`config.mk`:
```
export PLATFORM = sky130hd
export DESIGN_NAME = usb_port_status
export DESIGN_NICKNAME = d
export VERILOG_FILES = /design/src/usb_port_pkg.sv /design/src/ep_flags_if.sv /design/src/usb_port_status.sv /design/src/pin_sync.sv /design/src/ep_flags.sv
export SDC_FILE = /design/constraint.sdc
export NUM_CORES = 1
export LEC_CHECK = 0
export ABC_AREA = 0
export BUFFER_PORTS_ARGS = -buffer_cell sky130_fd_sc_hd__buf_2
export CAP_MARGIN = 20
export CORE_ASPECT_RATIO = 0.5
export CORE_UTILIZATION = 52
export CTS_CLUSTER_DIAMETER = 40
export DETAILED_ROUTE_END_ITERATION = 8
export HOLD_SLACK_MARGIN = 0.02
export PLACE_DENSITY_LB_ADDON = 0.08
export SLEW_MARGIN = 30
export SYNTH_ARGS = -nofsm -noshare
export SYNTH_HDL_FRONTEND = slang
export SYNTH_SLANG_ARGS = --single-unit
```
`constraint.sdc`:
```
create_clock -name clk_i -period 2.14 [get_ports clk_i]
set_input_delay 0 -clock clk_i [delete_from_list [all_inputs] [get_ports clk_i]]
set_output_delay 0 -clock clk_i [all_outputs]
set_load 0.02 [all_outputs]
```
`src/usb_port_pkg.sv`:
```
/*
  Constants shared by the device port status logic: register offsets,
  field positions, reset values and timing counts.
  Assumes a 50 MHz peripheral clock and a classic Wishbone register bus.
*/
// Overview of operation
// - Endpoint status bit is OR of its flags
// - 3ms bus idle sets suspend bit, suspends
// - Resume signalling on port sets resume bit
// - External resume edge while suspended sets bit
// - Remote wake enabled: external resume drives bus
// - Each frame start token sets its bit
// - Bus reset finishing sets its done bit
// - Host resume or bus reset sets wakeup bit
// - Clear register: one clears, zero ignored
// - Endpoint reset holds byte count at zero
// - Endpoint reset returns data toggle to DATA0
// - Endpoint reset leaves event flags untouched
// - Host ack sets transmit complete; zero clears
// - Bank 0 packet sets flag; zero releases
// - Setup packet sets flag; zero acknowledges
// - Status bit zero idle, one once raised
// - Received byte count is eleven bits
// - No data OUT on control while setup set
// - Stall ack or iso CRC error; zero clears
`default_nettype none

package usb_port_pkg;

  localparam int NUM_EP = 6;
  localparam int CNT_W = 11;

  // Register offsets
  localparam logic [7:0] OFS_MASK = 8'h00;
  localparam logic [7:0] OFS_STATUS = 8'h04;
  localparam logic [7:0] OFS_CLEAR = 8'h08;
  localparam logic [7:0] OFS_FIFO_RESET = 8'h0c;
  localparam logic [7:0] OFS_CONTROL = 8'h10;
  localparam logic [7:0] OFS_CSR_BASE = 8'h20;
  localparam logic [7:0] OFS_CSR_LAST = 8'h34;

  // Status, clear and mask bit positions; control register bit
  localparam int BIT_SUSPEND = 8;
  localparam int BIT_RESUME = 9;
  localparam int BIT_EXT_RESUME = 10;
  localparam int BIT_FRAME_START = 11;
  localparam int BIT_BUS_RESET_DONE = 12;
  localparam int BIT_WAKEUP = 13;
  localparam int BIT_REMOTE_WAKE = 0;

  // Endpoint control/status fields
  localparam int CSR_TX_COMPLETE = 0;
  localparam int CSR_BANK0 = 1;
  localparam int CSR_SETUP = 2;
  localparam int CSR_STALL_ACK = 3;
  localparam int CSR_TX_READY = 4;
  localparam int CSR_FORCE_STALL = 5;
  localparam int CSR_BANK1 = 6;
  localparam int CSR_DIR = 7;
  localparam int CSR_KIND_LO = 8;
  localparam int CSR_TOGGLE = 11;
  localparam int CSR_ENABLE = 15;
  localparam int CSR_COUNT_LO = 16;
  localparam logic [2:0] KIND_CONTROL = 3'h0;

  // Mask reset value and used status bits
  localparam logic [13:0] MASK_RESET = 14'h0200;
  localparam logic [13:0] STATUS_USED = 14'h3f3f;

  // Timing
  localparam int CLK_HZ = 50_000_000;
  localparam int IDLE_TIME_US = 3000;
  localparam int IDLE_CYCLES = (CLK_HZ / 1_000_000) * IDLE_TIME_US;
  localparam int WAKE_DRIVE_US = 2000;
  localparam int WAKE_CYCLES = (CLK_HZ / 1_000_000) * WAKE_DRIVE_US;

endpackage

`default_nettype wire

```
`src/ep_flags_if.sv`:
```
/*
  Bundle between the status block and the per-endpoint flag block.
  Assumes both ends share one clock.
*/
`default_nettype none

interface ep_flags_if;
  logic [5:0] csr_wr;
  logic [31:0] wdata;
  logic [5:0] fifo_reset;
  logic [5:0] ev_setup;
  logic [5:0] ev_bank0;
  logic [5:0] ev_bank1;
  logic [5:0] ev_tx_ack;
  logic [5:0] ev_stall;
  logic [10:0] rx_count;
  logic [5:0][31:0] csr_rd;
  logic [5:0] ep_pending;
  logic [5:0] toggle;
  logic [5:0] out_accept;
  logic [5:0] tx_ready;
  logic [5:0] force_stall;

  modport ctl (
    output csr_wr, wdata, fifo_reset, ev_setup, ev_bank0, ev_bank1, ev_tx_ack, ev_stall,
    output rx_count,
    input csr_rd, ep_pending, toggle, out_accept, tx_ready, force_stall
  );
  modport ep (
    input csr_wr, wdata, fifo_reset, ev_setup, ev_bank0, ev_bank1, ev_tx_ack, ev_stall,
    input rx_count,
    output csr_rd, ep_pending, toggle, out_accept, tx_ready, force_stall
  );
endinterface

`default_nettype wire

```
`src/usb_port_status.sv`:
```
/*
  Interrupt status, clear, endpoint reset and endpoint flag registers of a
  full-speed device port with six endpoints, behind a classic Wishbone slave.
  Assumes the packet engine gives one-cycle event pulses on clk_i, and that
  line activity, host resume, bus reset and external resume are async pins.
*/
// The register offsets and the Wishbone register port were left to the implementer.
`default_nettype none

module usb_port_status #(
  parameter int IDLE_CYCLES = usb_port_pkg::IDLE_CYCLES,
  parameter int WAKE_CYCLES = usb_port_pkg::WAKE_CYCLES
) (
  // Clock and reset
  input wire logic clk_i,
  input wire logic rst_i,
  // Wishbone slave
  input wire logic wb_cyc_i,
  input wire logic wb_stb_i,
  input wire logic wb_we_i,
  input wire logic [7:0] wb_adr_i,
  input wire logic [3:0] wb_sel_i,
  input wire logic [31:0] wb_dat_i,
  output logic [31:0] wb_dat_o,
  output logic wb_ack_o,
  // Asynchronous bus pins
  input wire logic line_active_i,
  input wire logic host_resume_i,
  input wire logic bus_reset_i,
  input wire logic ext_resume_i,
  // Packet engine events
  input wire logic frame_start_i,
  input wire logic [5:0] ev_setup_i,
  input wire logic [5:0] ev_bank0_i,
  input wire logic [5:0] ev_bank1_i,
  input wire logic [5:0] ev_tx_ack_i,
  input wire logic [5:0] ev_stall_i,
  input wire logic [10:0] rx_count_i,
  // Port state
  output logic irq_o,
  output logic suspended_o,
  output logic resume_drive_o,
  output logic [5:0] fifo_reset_o,
  output logic [5:0] data_toggle_o,
  output logic [5:0] out_accept_o,
  output logic [5:0] tx_ready_o,
  output logic [5:0] force_stall_o
);

  typedef enum logic [2:0] {
    ST_AWAKE = 3'b001,
    ST_SUSPENDED = 3'b010,
    ST_WAKING = 3'b100
  } power_state_t;

  ////////////////////////////////////////////////////////////////////////////
  // Synchronised pins and edges

  logic [3:0] level;
  logic [3:0] level_d_ff;
  logic host_resume_rise;
  logic bus_reset_fall;
  logic ext_resume_rise;
  logic line_idle;

  pin_sync u_sync (
    .clk_i(clk_i),
    .rst_i(rst_i),
    .pin_i({ext_resume_i, bus_reset_i, host_resume_i, line_active_i}),
    .level_o(level)
  );

  always_ff @(posedge clk_i) begin
    if (rst_i) begin
      level_d_ff <= 4'h0;
    end else begin
      level_d_ff <= level;
    end
  end

  assign line_idle = ~level[0];
  assign host_resume_rise = level[1] & ~level_d_ff[1];
  assign bus_reset_fall = ~level[2] & level_d_ff[2];
  assign ext_resume_rise = level[3] & ~level_d_ff[3];

  ////////////////////////////////////////////////////////////////////////////
  // Wishbone decode

  logic req;
  logic wr_req;
  logic csr_hit;
  logic [2:0] csr_idx;
  logic [7:0] csr_ofs;
  logic [31:0] nxt_rdata;
  logic [31:0] wmask;
  logic [31:0] wval;

  assign req = wb_cyc_i & wb_stb_i & ~wb_ack_o;
  assign wr_req = req & wb_we_i;
  assign wmask = {{8{wb_sel_i[3]}}, {8{wb_sel_i[2]}}, {8{wb_sel_i[1]}}, {8{wb_sel_i[0]}}};
  assign wval = wb_dat_i & wmask;
  assign csr_ofs = wb_adr_i - usb_port_pkg::OFS_CSR_BASE;
  assign csr_idx = csr_ofs[4:2];
  assign csr_hit = (wb_adr_i >= usb_port_pkg::OFS_CSR_BASE)
                   && (wb_adr_i <= usb_port_pkg::OFS_CSR_LAST) && (wb_adr_i[1:0] == 2'h0);

  ////////////////////////////////////////////////////////////////////////////
  // Endpoint flag block

  ep_flags_if epb ();
  logic [5:0] nxt_csr_wr;

  always_comb begin
    nxt_csr_wr = 6'h00;
    if (wr_req && csr_hit && wb_sel_i[0]) begin
      nxt_csr_wr[csr_idx] = 1'b1;
    end
  end

  assign epb.csr_wr = nxt_csr_wr;
  assign epb.wdata = wb_dat_i;
  assign epb.fifo_reset = fifo_reset_o;
  assign epb.ev_setup = ev_setup_i;
  assign epb.ev_bank0 = ev_bank0_i;
  assign epb.ev_bank1 = ev_bank1_i;
  assign epb.ev_tx_ack = ev_tx_ack_i;
  assign epb.ev_stall = ev_stall_i;
  assign epb.rx_count = rx_count_i;

  ep_flags u_ep (
    .clk_i(clk_i),
    .rst_i(rst_i),
    .bus(epb)
  );

  assign data_toggle_o = epb.toggle;
  assign out_accept_o = epb.out_accept;
  assign tx_ready_o = epb.tx_ready;
  assign force_stall_o = epb.force_stall;

  ////////////////////////////////////////////////////////////////////////////
  // Control registers

  logic [13:0] mask_ff;
  logic remote_wake_enable_ff;
  logic clear_wr;
  logic [13:0] clr;

  assign clear_wr = wr_req && (wb_adr_i == usb_port_pkg::OFS_CLEAR);
  assign clr = clear_wr ? wval[13:0] : 14'h0000;

  always_ff @(posedge clk_i) begin
    if (rst_i) begin
      mask_ff <= usb_port_pkg::MASK_RESET;
      remote_wake_enable_ff <= 1'b0;
      fifo_reset_o <= 6'h00;
    end else if (wr_req) begin
      if (wb_adr_i == usb_port_pkg::OFS_MASK) begin
        mask_ff <= wval[13:0] & usb_port_pkg::STATUS_USED;
      end
      if (wb_adr_i == usb_port_pkg::OFS_CONTROL && wb_sel_i[0]) begin
        remote_wake_enable_ff <= wb_dat_i[usb_port_pkg::BIT_REMOTE_WAKE];
      end
      if (wb_adr_i == usb_port_pkg::OFS_FIFO_RESET && wb_sel_i[0]) begin
        fifo_reset_o <= wb_dat_i[5:0];
      end
    end
  end

  ////////////////////////////////////////////////////////////////////////////
  // Power state: idle timer, suspend and remote wake drive

  power_state_t pstate_ff;
  logic [31:0] idle_cnt_ff;
  logic [31:0] wake_cnt_ff;
  logic suspend_event;
  logic ext_resume_event;
  logic wake_start;

  assign suspend_event = (pstate_ff == ST_AWAKE) && line_idle
                         && (idle_cnt_ff == 32'(IDLE_CYCLES - 1));
  assign ext_resume_event = (pstate_ff == ST_SUSPENDED) && ext_resume_rise;
  assign wake_start = ext_resume_event && remote_wake_enable_ff;

  always_ff @(posedge clk_i) begin
    if (rst_i || !line_idle || pstate_ff != ST_AWAKE) begin
      idle_cnt_ff <= 32'h0000_0000;
    end else if (!suspend_event) begin
      idle_cnt_ff <= idle_cnt_ff + 32'h0000_0001;
    end
  end

  always_ff @(posedge clk_i) begin
    if (rst_i) begin
      pstate_ff <= ST_AWAKE;
      wake_cnt_ff <= 32'h0000_0000;
    end else begin
      case (pstate_ff)
        ST_AWAKE: begin
          if (suspend_event) begin
            pstate_ff <= ST_SUSPENDED;
          end
        end
        ST_SUSPENDED: begin
          if (wake_start) begin
            pstate_ff <= ST_WAKING;
            wake_cnt_ff <= 32'h0000_0000;
          end else if (!line_idle || host_resume_rise || level[2]) begin
            pstate_ff <= ST_AWAKE;
          end
        end
        ST_WAKING: begin
          if (wake_cnt_ff == 32'(WAKE_CYCLES - 1)) begin
            pstate_ff <= ST_AWAKE;
          end else begin
            wake_cnt_ff <= wake_cnt_ff + 32'h0000_0001;
          end
        end
        default: begin
          pstate_ff <= ST_AWAKE;
        end
      endcase
    end
  end

  always_ff @(posedge clk_i) begin
    if (rst_i) begin
      suspended_o <= 1'b0;
      resume_drive_o <= 1'b0;
    end else begin
      suspended_o <= (pstate_ff == ST_SUSPENDED) || suspend_event;
      resume_drive_o <= wake_start || ((pstate_ff == ST_WAKING)
                        && (wake_cnt_ff != 32'(WAKE_CYCLES - 1)));
    end
  end

  ////////////////////////////////////////////////////////////////////////////
  // Sticky bus status bits: a new event wins over a clear

  logic susp_ff, rsm_ff, ext_ff, sof_ff, busres_ff, wake_ff;

  always_ff @(posedge clk_i) begin
    if (rst_i) begin
      susp_ff <= 1'b0;
      rsm_ff <= 1'b0;
      ext_ff <= 1'b0;
      sof_ff <= 1'b0;
      busres_ff <= 1'b0;
      wake_ff <= 1'b0;
    end else begin
      susp_ff <= suspend_event | (susp_ff & ~clr[usb_port_pkg::BIT_SUSPEND]);
      rsm_ff <= host_resume_rise | (rsm_ff & ~clr[usb_port_pkg::BIT_RESUME]);
      ext_ff <= ext_resume_event | (ext_ff & ~clr[usb_port_pkg::BIT_EXT_RESUME]);
      sof_ff <= frame_start_i | (sof_ff & ~clr[usb_port_pkg::BIT_FRAME_START]);
      busres_ff <= bus_reset_fall
                   | (busres_ff & ~clr[usb_port_pkg::BIT_BUS_RESET_DONE]);
      wake_ff <= host_resume_rise | bus_reset_fall
                 | (wake_ff & ~clr[usb_port_pkg::BIT_WAKEUP]);
    end
  end

  logic [13:0] status;
  assign status = {wake_ff, busres_ff, sof_ff, ext_ff, rsm_ff, susp_ff,
                   2'h0, epb.ep_pending};

  ////////////////////////////////////////////////////////////////////////////
  // Interrupt output

  always_ff @(posedge clk_i) begin
    if (rst_i) begin
      irq_o <= 1'b0;
    end else begin
      irq_o <= |(status & mask_ff);
    end
  end

  ////////////////////////////////////////////////////////////////////////////
  // Wishbone read data and acknowledge

  always_comb begin
    nxt_rdata = 32'h0000_0000;
    if (csr_hit) begin
      nxt_rdata = epb.csr_rd[csr_idx];
    end else begin
      case (wb_adr_i)
        usb_port_pkg::OFS_MASK: nxt_rdata = {18'h00000, mask_ff};
        usb_port_pkg::OFS_STATUS: nxt_rdata = {18'h00000, status};
        usb_port_pkg::OFS_FIFO_RESET: nxt_rdata = {26'h0000000, fifo_reset_o};
        usb_port_pkg::OFS_CONTROL: nxt_rdata = {31'h00000000, remote_wake_enable_ff};
        default: nxt_rdata = 32'h0000_0000;
      endcase
    end
  end

  always_ff @(posedge clk_i) begin
    if (rst_i) begin
      wb_ack_o <= 1'b0;
      wb_dat_o <= 32'h0000_0000;
    end else begin
      wb_ack_o <= req;
      wb_dat_o <= (req && !wb_we_i) ? nxt_rdata : 32'h0000_0000;
    end
  end

endmodule

`default_nettype wire

```
`src/pin_sync.sv`:
```
/*
  Two-stage synchroniser for four asynchronous pins.
  Assumes the inputs are levels from outside the clock domain.
*/
`default_nettype none

module pin_sync (
  // Clock and reset
  input wire logic clk_i,
  input wire logic rst_i,
  // Pins and synchronised levels
  input wire logic [3:0] pin_i,
  output logic [3:0] level_o
);

  logic [3:0] meta_ff;

  always_ff @(posedge clk_i) begin
    if (rst_i) begin
      meta_ff <= 4'h0;
      level_o <= 4'h0;
    end else begin
      meta_ff <= pin_i;
      level_o <= meta_ff;
    end
  end

endmodule

`default_nettype wire

```
`src/ep_flags.sv`:
```
/*
  Per-endpoint control/status flags, byte count and data toggle.
  Assumes packet events are one-cycle pulses on the same clock.
*/
`default_nettype none

module ep_flags (
  // Clock and reset
  input wire logic clk_i,
  input wire logic rst_i,
  // Bundle from the status block
  ep_flags_if.ep bus
);

  genvar g;
  generate
    for (g = 0; g < usb_port_pkg::NUM_EP; g++) begin : g_ep
      logic txc_ff, bk0_ff, setup_ff, stall_ff, rdy_ff, fst_ff, bk1_ff, dir_ff, tgl_ff, en_ff;
      logic acc_ff;
      logic [2:0] kind_ff;
      logic [10:0] cnt_ff;
      logic wr;
      logic [31:0] wd;

      assign wr = bus.csr_wr[g];
      assign wd = bus.wdata;

      // Event flags: set wins over a write of zero
      always_ff @(posedge clk_i) begin
        if (rst_i) begin
          txc_ff <= 1'b0;
          bk0_ff <= 1'b0;
          setup_ff <= 1'b0;
          stall_ff <= 1'b0;
          bk1_ff <= 1'b0;
        end else begin
          txc_ff <= bus.ev_tx_ack[g] | (txc_ff & ~(wr & ~wd[usb_port_pkg::CSR_TX_COMPLETE]));
          bk0_ff <= bus.ev_bank0[g] | (bk0_ff & ~(wr & ~wd[usb_port_pkg::CSR_BANK0]));
          setup_ff <= bus.ev_setup[g] | (setup_ff & ~(wr & ~wd[usb_port_pkg::CSR_SETUP]));
          stall_ff <= bus.ev_stall[g] | (stall_ff & ~(wr & ~wd[usb_port_pkg::CSR_STALL_ACK]));
          bk1_ff <= bus.ev_bank1[g] | (bk1_ff & ~(wr & ~wd[usb_port_pkg::CSR_BANK1]));
        end
      end

      // Firmware settings; transmit ready cleared by the host acknowledge
      always_ff @(posedge clk_i) begin
        if (rst_i) begin
          rdy_ff <= 1'b0;
          fst_ff <= 1'b0;
          dir_ff <= 1'b0;
          kind_ff <= usb_port_pkg::KIND_CONTROL;
          en_ff <= 1'b0;
        end else begin
          if (bus.ev_tx_ack[g]) begin
            rdy_ff <= 1'b0;
          end else if (wr && wd[usb_port_pkg::CSR_TX_READY]) begin
            rdy_ff <= 1'b1;
          end
          if (wr) begin
            fst_ff <= wd[usb_port_pkg::CSR_FORCE_STALL];
            dir_ff <= wd[usb_port_pkg::CSR_DIR];
            kind_ff <= wd[usb_port_pkg::CSR_KIND_LO +: 3];
            en_ff <= wd[usb_port_pkg::CSR_ENABLE];
          end
        end
      end

      // Byte count and toggle; endpoint reset touches only these
      always_ff @(posedge clk_i) begin
        if (rst_i) begin
          cnt_ff <= 11'h000;
          tgl_ff <= 1'b0;
        end else if (bus.fifo_reset[g]) begin
          cnt_ff <= 11'h000;
          tgl_ff <= 1'b0;
        end else begin
          if (bus.ev_bank0[g] || bus.ev_bank1[g] || bus.ev_setup[g]) begin
            cnt_ff <= bus.rx_count;
          end
          if (bus.ev_tx_ack[g] || bus.ev_bank0[g] || bus.ev_bank1[g]) begin
            tgl_ff <= ~tgl_ff;
          end
        end
      end

      // Data OUT refused on a control endpoint while setup is pending
      always_ff @(posedge clk_i) begin
        if (rst_i) begin
          acc_ff <= 1'b1;
        end else begin
          acc_ff <= ~(nxt_setup(setup_ff, wr, wd, bus.ev_setup[g])
                      && (kind_ff == usb_port_pkg::KIND_CONTROL));
        end
      end

      assign bus.ep_pending[g] = txc_ff | bk0_ff | setup_ff | stall_ff | bk1_ff;
      assign bus.toggle[g] = tgl_ff;
      assign bus.out_accept[g] = acc_ff;
      assign bus.tx_ready[g] = rdy_ff;
      assign bus.force_stall[g] = fst_ff;
      assign bus.csr_rd[g] = {5'h00, cnt_ff, en_ff, 3'h0, tgl_ff, kind_ff,
                              dir_ff, bk1_ff, fst_ff, rdy_ff, stall_ff, setup_ff, bk0_ff, txc_ff};
    end
  endgenerate

  function automatic logic nxt_setup(input logic cur, input logic wr, input logic [31:0] wd,
                                     input logic ev);
    nxt_setup = ev | (cur & ~(wr & ~wd[usb_port_pkg::CSR_SETUP]));
  endfunction

endmodule

`default_nettype wire

```
==> metrics.csv <==
metric,value,unit
status,finished clean,
CP Depth,6,
reg2reg end,idle_cnt_ff[1],
Initial DRC Count,1105,
CP required,2.56,ns
CP Capture Type,flip-flop,
final WL,36400,µm
Final Hold Viols,0,
"area leader, netlist",dfxtp_1,
Area after DPL,13200,µm²
slowest cell delay on critical path,0.52,ns
Clock Sinks,283,
antenna cell count,0,
hold crit path type,in -> reg,
Root Buffer,clkbuf_16,
maximum level of the CTS H-tree,1,
Setup TNS,0,ns
ranking of synthesized cells by area,"dfxtp_1 (47%), nand2_1 (6.4%), a21oi_1 (5.9%)",
slowest CP cell,or4_1,
Slew Limit Headroom,51.3,%
clock skew,0.0235,ns
Hold Slack,0.116,ns
initial antenna violation count,0,
Core Rows,39,
Post-synth EDFFs,0,
Worst VDD drop,0.574,mV
full die area,24100,µm²
most frequent cells in the layout,"dfxtp_1 (281), nand2_1 (207), nor2_1 (147)",
DP HPWL,24100,µm
Synth Warn #,0,
io pins,161,
pwr/cell area,753,nW/µm²
Cells after Synth,1400,
Initial Utilization,53.2,%
pin count of the biggest net entering global routing,114,
Max-cap violations,0,
crit start category,flip-flop,
max-slew violations,0,
Tmin final,2.07,ns
gr usage total,29.5,%
Final nets,1717,
"commonest non-fill, non-tap cell in the layout",dfxtp_1,
worst-margin pin slew,0.724,ns
FF-to-FF path depth,6,
# port buffers,135,
CP max FO,6,
Final Instance Area,15200,µm²
Via-to-Cell Ratio,5.71,
global-route wire length before repair,56000,µm
CP Class,reg -> reg,
layout cells sized above 1,20.6,%
reg2reg setup slack,0.07,ns
DRC Markers,0,
Worst Hold Endpoint,wb_dat_o[0],
area of the multi-input gates,5960,µm²
RePlAce Congestion,0.925,
Post-Syn Area per Cell,8.69,µm²
Cells on Worst Hold Path,5,
post-route worst setup slack,0.0682,ns
CTS tree,yes,
area grow syn2layout,24.9,%
Die Y,110,µm
# setup viols final,0,
fillers,1811,
Max Freq,0.483,GHz
crit path cell chain,or3b_4 > or4_1 > or3_4 > buf_4 > mux2i_1 > nor2_1,
routed vias,11100,
vias in the first global route,10600,
Pleak,6.28,nW
"Buf+Inv Stages, Crit Path",1,
Netlist Area Pre-Place,12200,µm²
CTS buffer count,27,
core area,22900,µm²
#FFs+latches synth,283,
fin util,66.4,%
Cell variety after synth,55,
WL/cell,18.7,µm
"Seq/Total Area, Yosys",46.5,%
register area,5670,µm²
CP top delay family,simple AND/OR/NAND/NOR gates,
GRT Residual Overflow,0,
RSZ-0062 raised after global routing,true,
Worst-Skew Late Latency,0.56,ns
"worst slack, placed",-0.0451,ns
Routed Antenna Nets,0,
"CTS clk-pin slew, worst paths",0.06,ns
final period utilization,96.8,%
Die X-Extent,218,µm
deepest clock path buffer count,3,
"Arr. time, crit path",2.49,ns
hold wc startpoint,wb_we_i,
ys async rst share,0,%
first-pass detailed-route iteration total,6,
post-synth top area share,46.5,%
reg2reg start,pstate_ff[0],
dominant synthesized flop cell,dfxtp_1,
## worst register-to-register path: cells and delay by family, from the launching register on
kind / cells / cell delay (ns)
and+or+nand+nor: 4 / 1.33
DFF: 1 / 0.32
buffers and inverters: 1 / 0.16
muxes: 1 / 0.14
## cells by family after synthesis
| family | synth area share (%) |
|---|---|
| compound gates | 12.8 |
| xor+xnor | 4.17 |
| fa+ha+maj | 0.206 |
| buf+inv | 5.84 |
| flops | 46.5 |
| mux | 9.87 |
| other cells | 0.0308 |
| simple gates | 20.6 |
## worst max path at each step
stage	to	from	slack (ns)
floorplan	pstate_ff[0]	pstate_ff[0]	0.008
global placement	idle_cnt_ff[1]	pstate_ff[2]	-0.02
detailed placement	idle_cnt_ff[1]	pstate_ff[0]	-0.05
CTS	idle_cnt_ff[1]	pstate_ff[0]	0.0002
global route	wake_cnt_ff[24]	wake_cnt_ff[26]	-0.04
finish	idle_cnt_ff[1]	pstate_ff[0]	0.07
## synthesized netlist by cell type, drive strengths merged (11+ instances only)
| library cell | count |
|---|---|
| xnor2 | 34 |
| or3 | 13 |
| nor2 | 149 |
| nand3 | 39 |
| nand2 | 208 |
| nor4 | 11 |
| mux2i | 39 |
| xor2 | 24 |
| nand4 | 25 |
| inv | 44 |
| nor3 | 33 |
| a21oi | 144 |
| mux2 | 24 |
| dfxtp | 283 |
| nor2b | 14 |
| a211oi | 11 |
| clkbuf | 60 |
| o21ai | 49 |
| mux4 | 24 |
| a22oi | 33 |
| buf | 51 |
## sequential cells by signal, summed over array words and instances (netlist names), 12 cells and up
| signal | cells |
|---|---|
| u_ep.g_ep.cnt_ff | 66 |
| wb_dat_o | 26 |
| u_ep.g_ep.kind_ff | 18 |
| idle_cnt_ff | 32 |
| mask_ff | 12 |
| wake_cnt_ff | 32 |
## final cells by class
| class | instances | share of cell area (%) |
|---|---|---|
| clock buffer | 35 | 4.91 |
| timing repair buffer | 297 | 14.0 |
| inverter | 44 | 1.09 |
| clock inverter | 12 | 1.05 |
| sequential | 283 | 37.3 |
| tap | 307 | 2.53 |
| multi-input combinational | 967 | 39.2 |
## timing repair
action	in CTS	in global routing
hold buffers	86	0
setup endpoints to repair	9	37
hold endpoints to repair	188	0
setup buffers	0	6
cloned	0	3
resized for setup	2	37
pin swaps	0	6
## report_power, final
group	total [W]	switching (W)	internal (W)
Sequential	0.00552	0.0000970	0.00542
Combinational	0.000979	0.000561	0.000419
Clock	0.00495	0.00211	0.00283
Total	0.0114	0.00277	0.00868
## stage by stage
stage               cells  total power [W]
floorplan            1405          0.00614
global placement     1803          0.00645
detailed placement   1803          0.00648
CTS                  1936           0.0115
global route         1945           0.0118
finish               1945           0.0114
## routing by layer
metal  track usage, %  up-vias  part of all wire [%]
met1             37.7     5287                    42
met4             11.1        0                   3.5
li1                 -     5250                     -
met5                0        -                     0
met3             5.54      112                   7.3
met2             50.1      464                    47
Power figures use the tool's default switching activity.
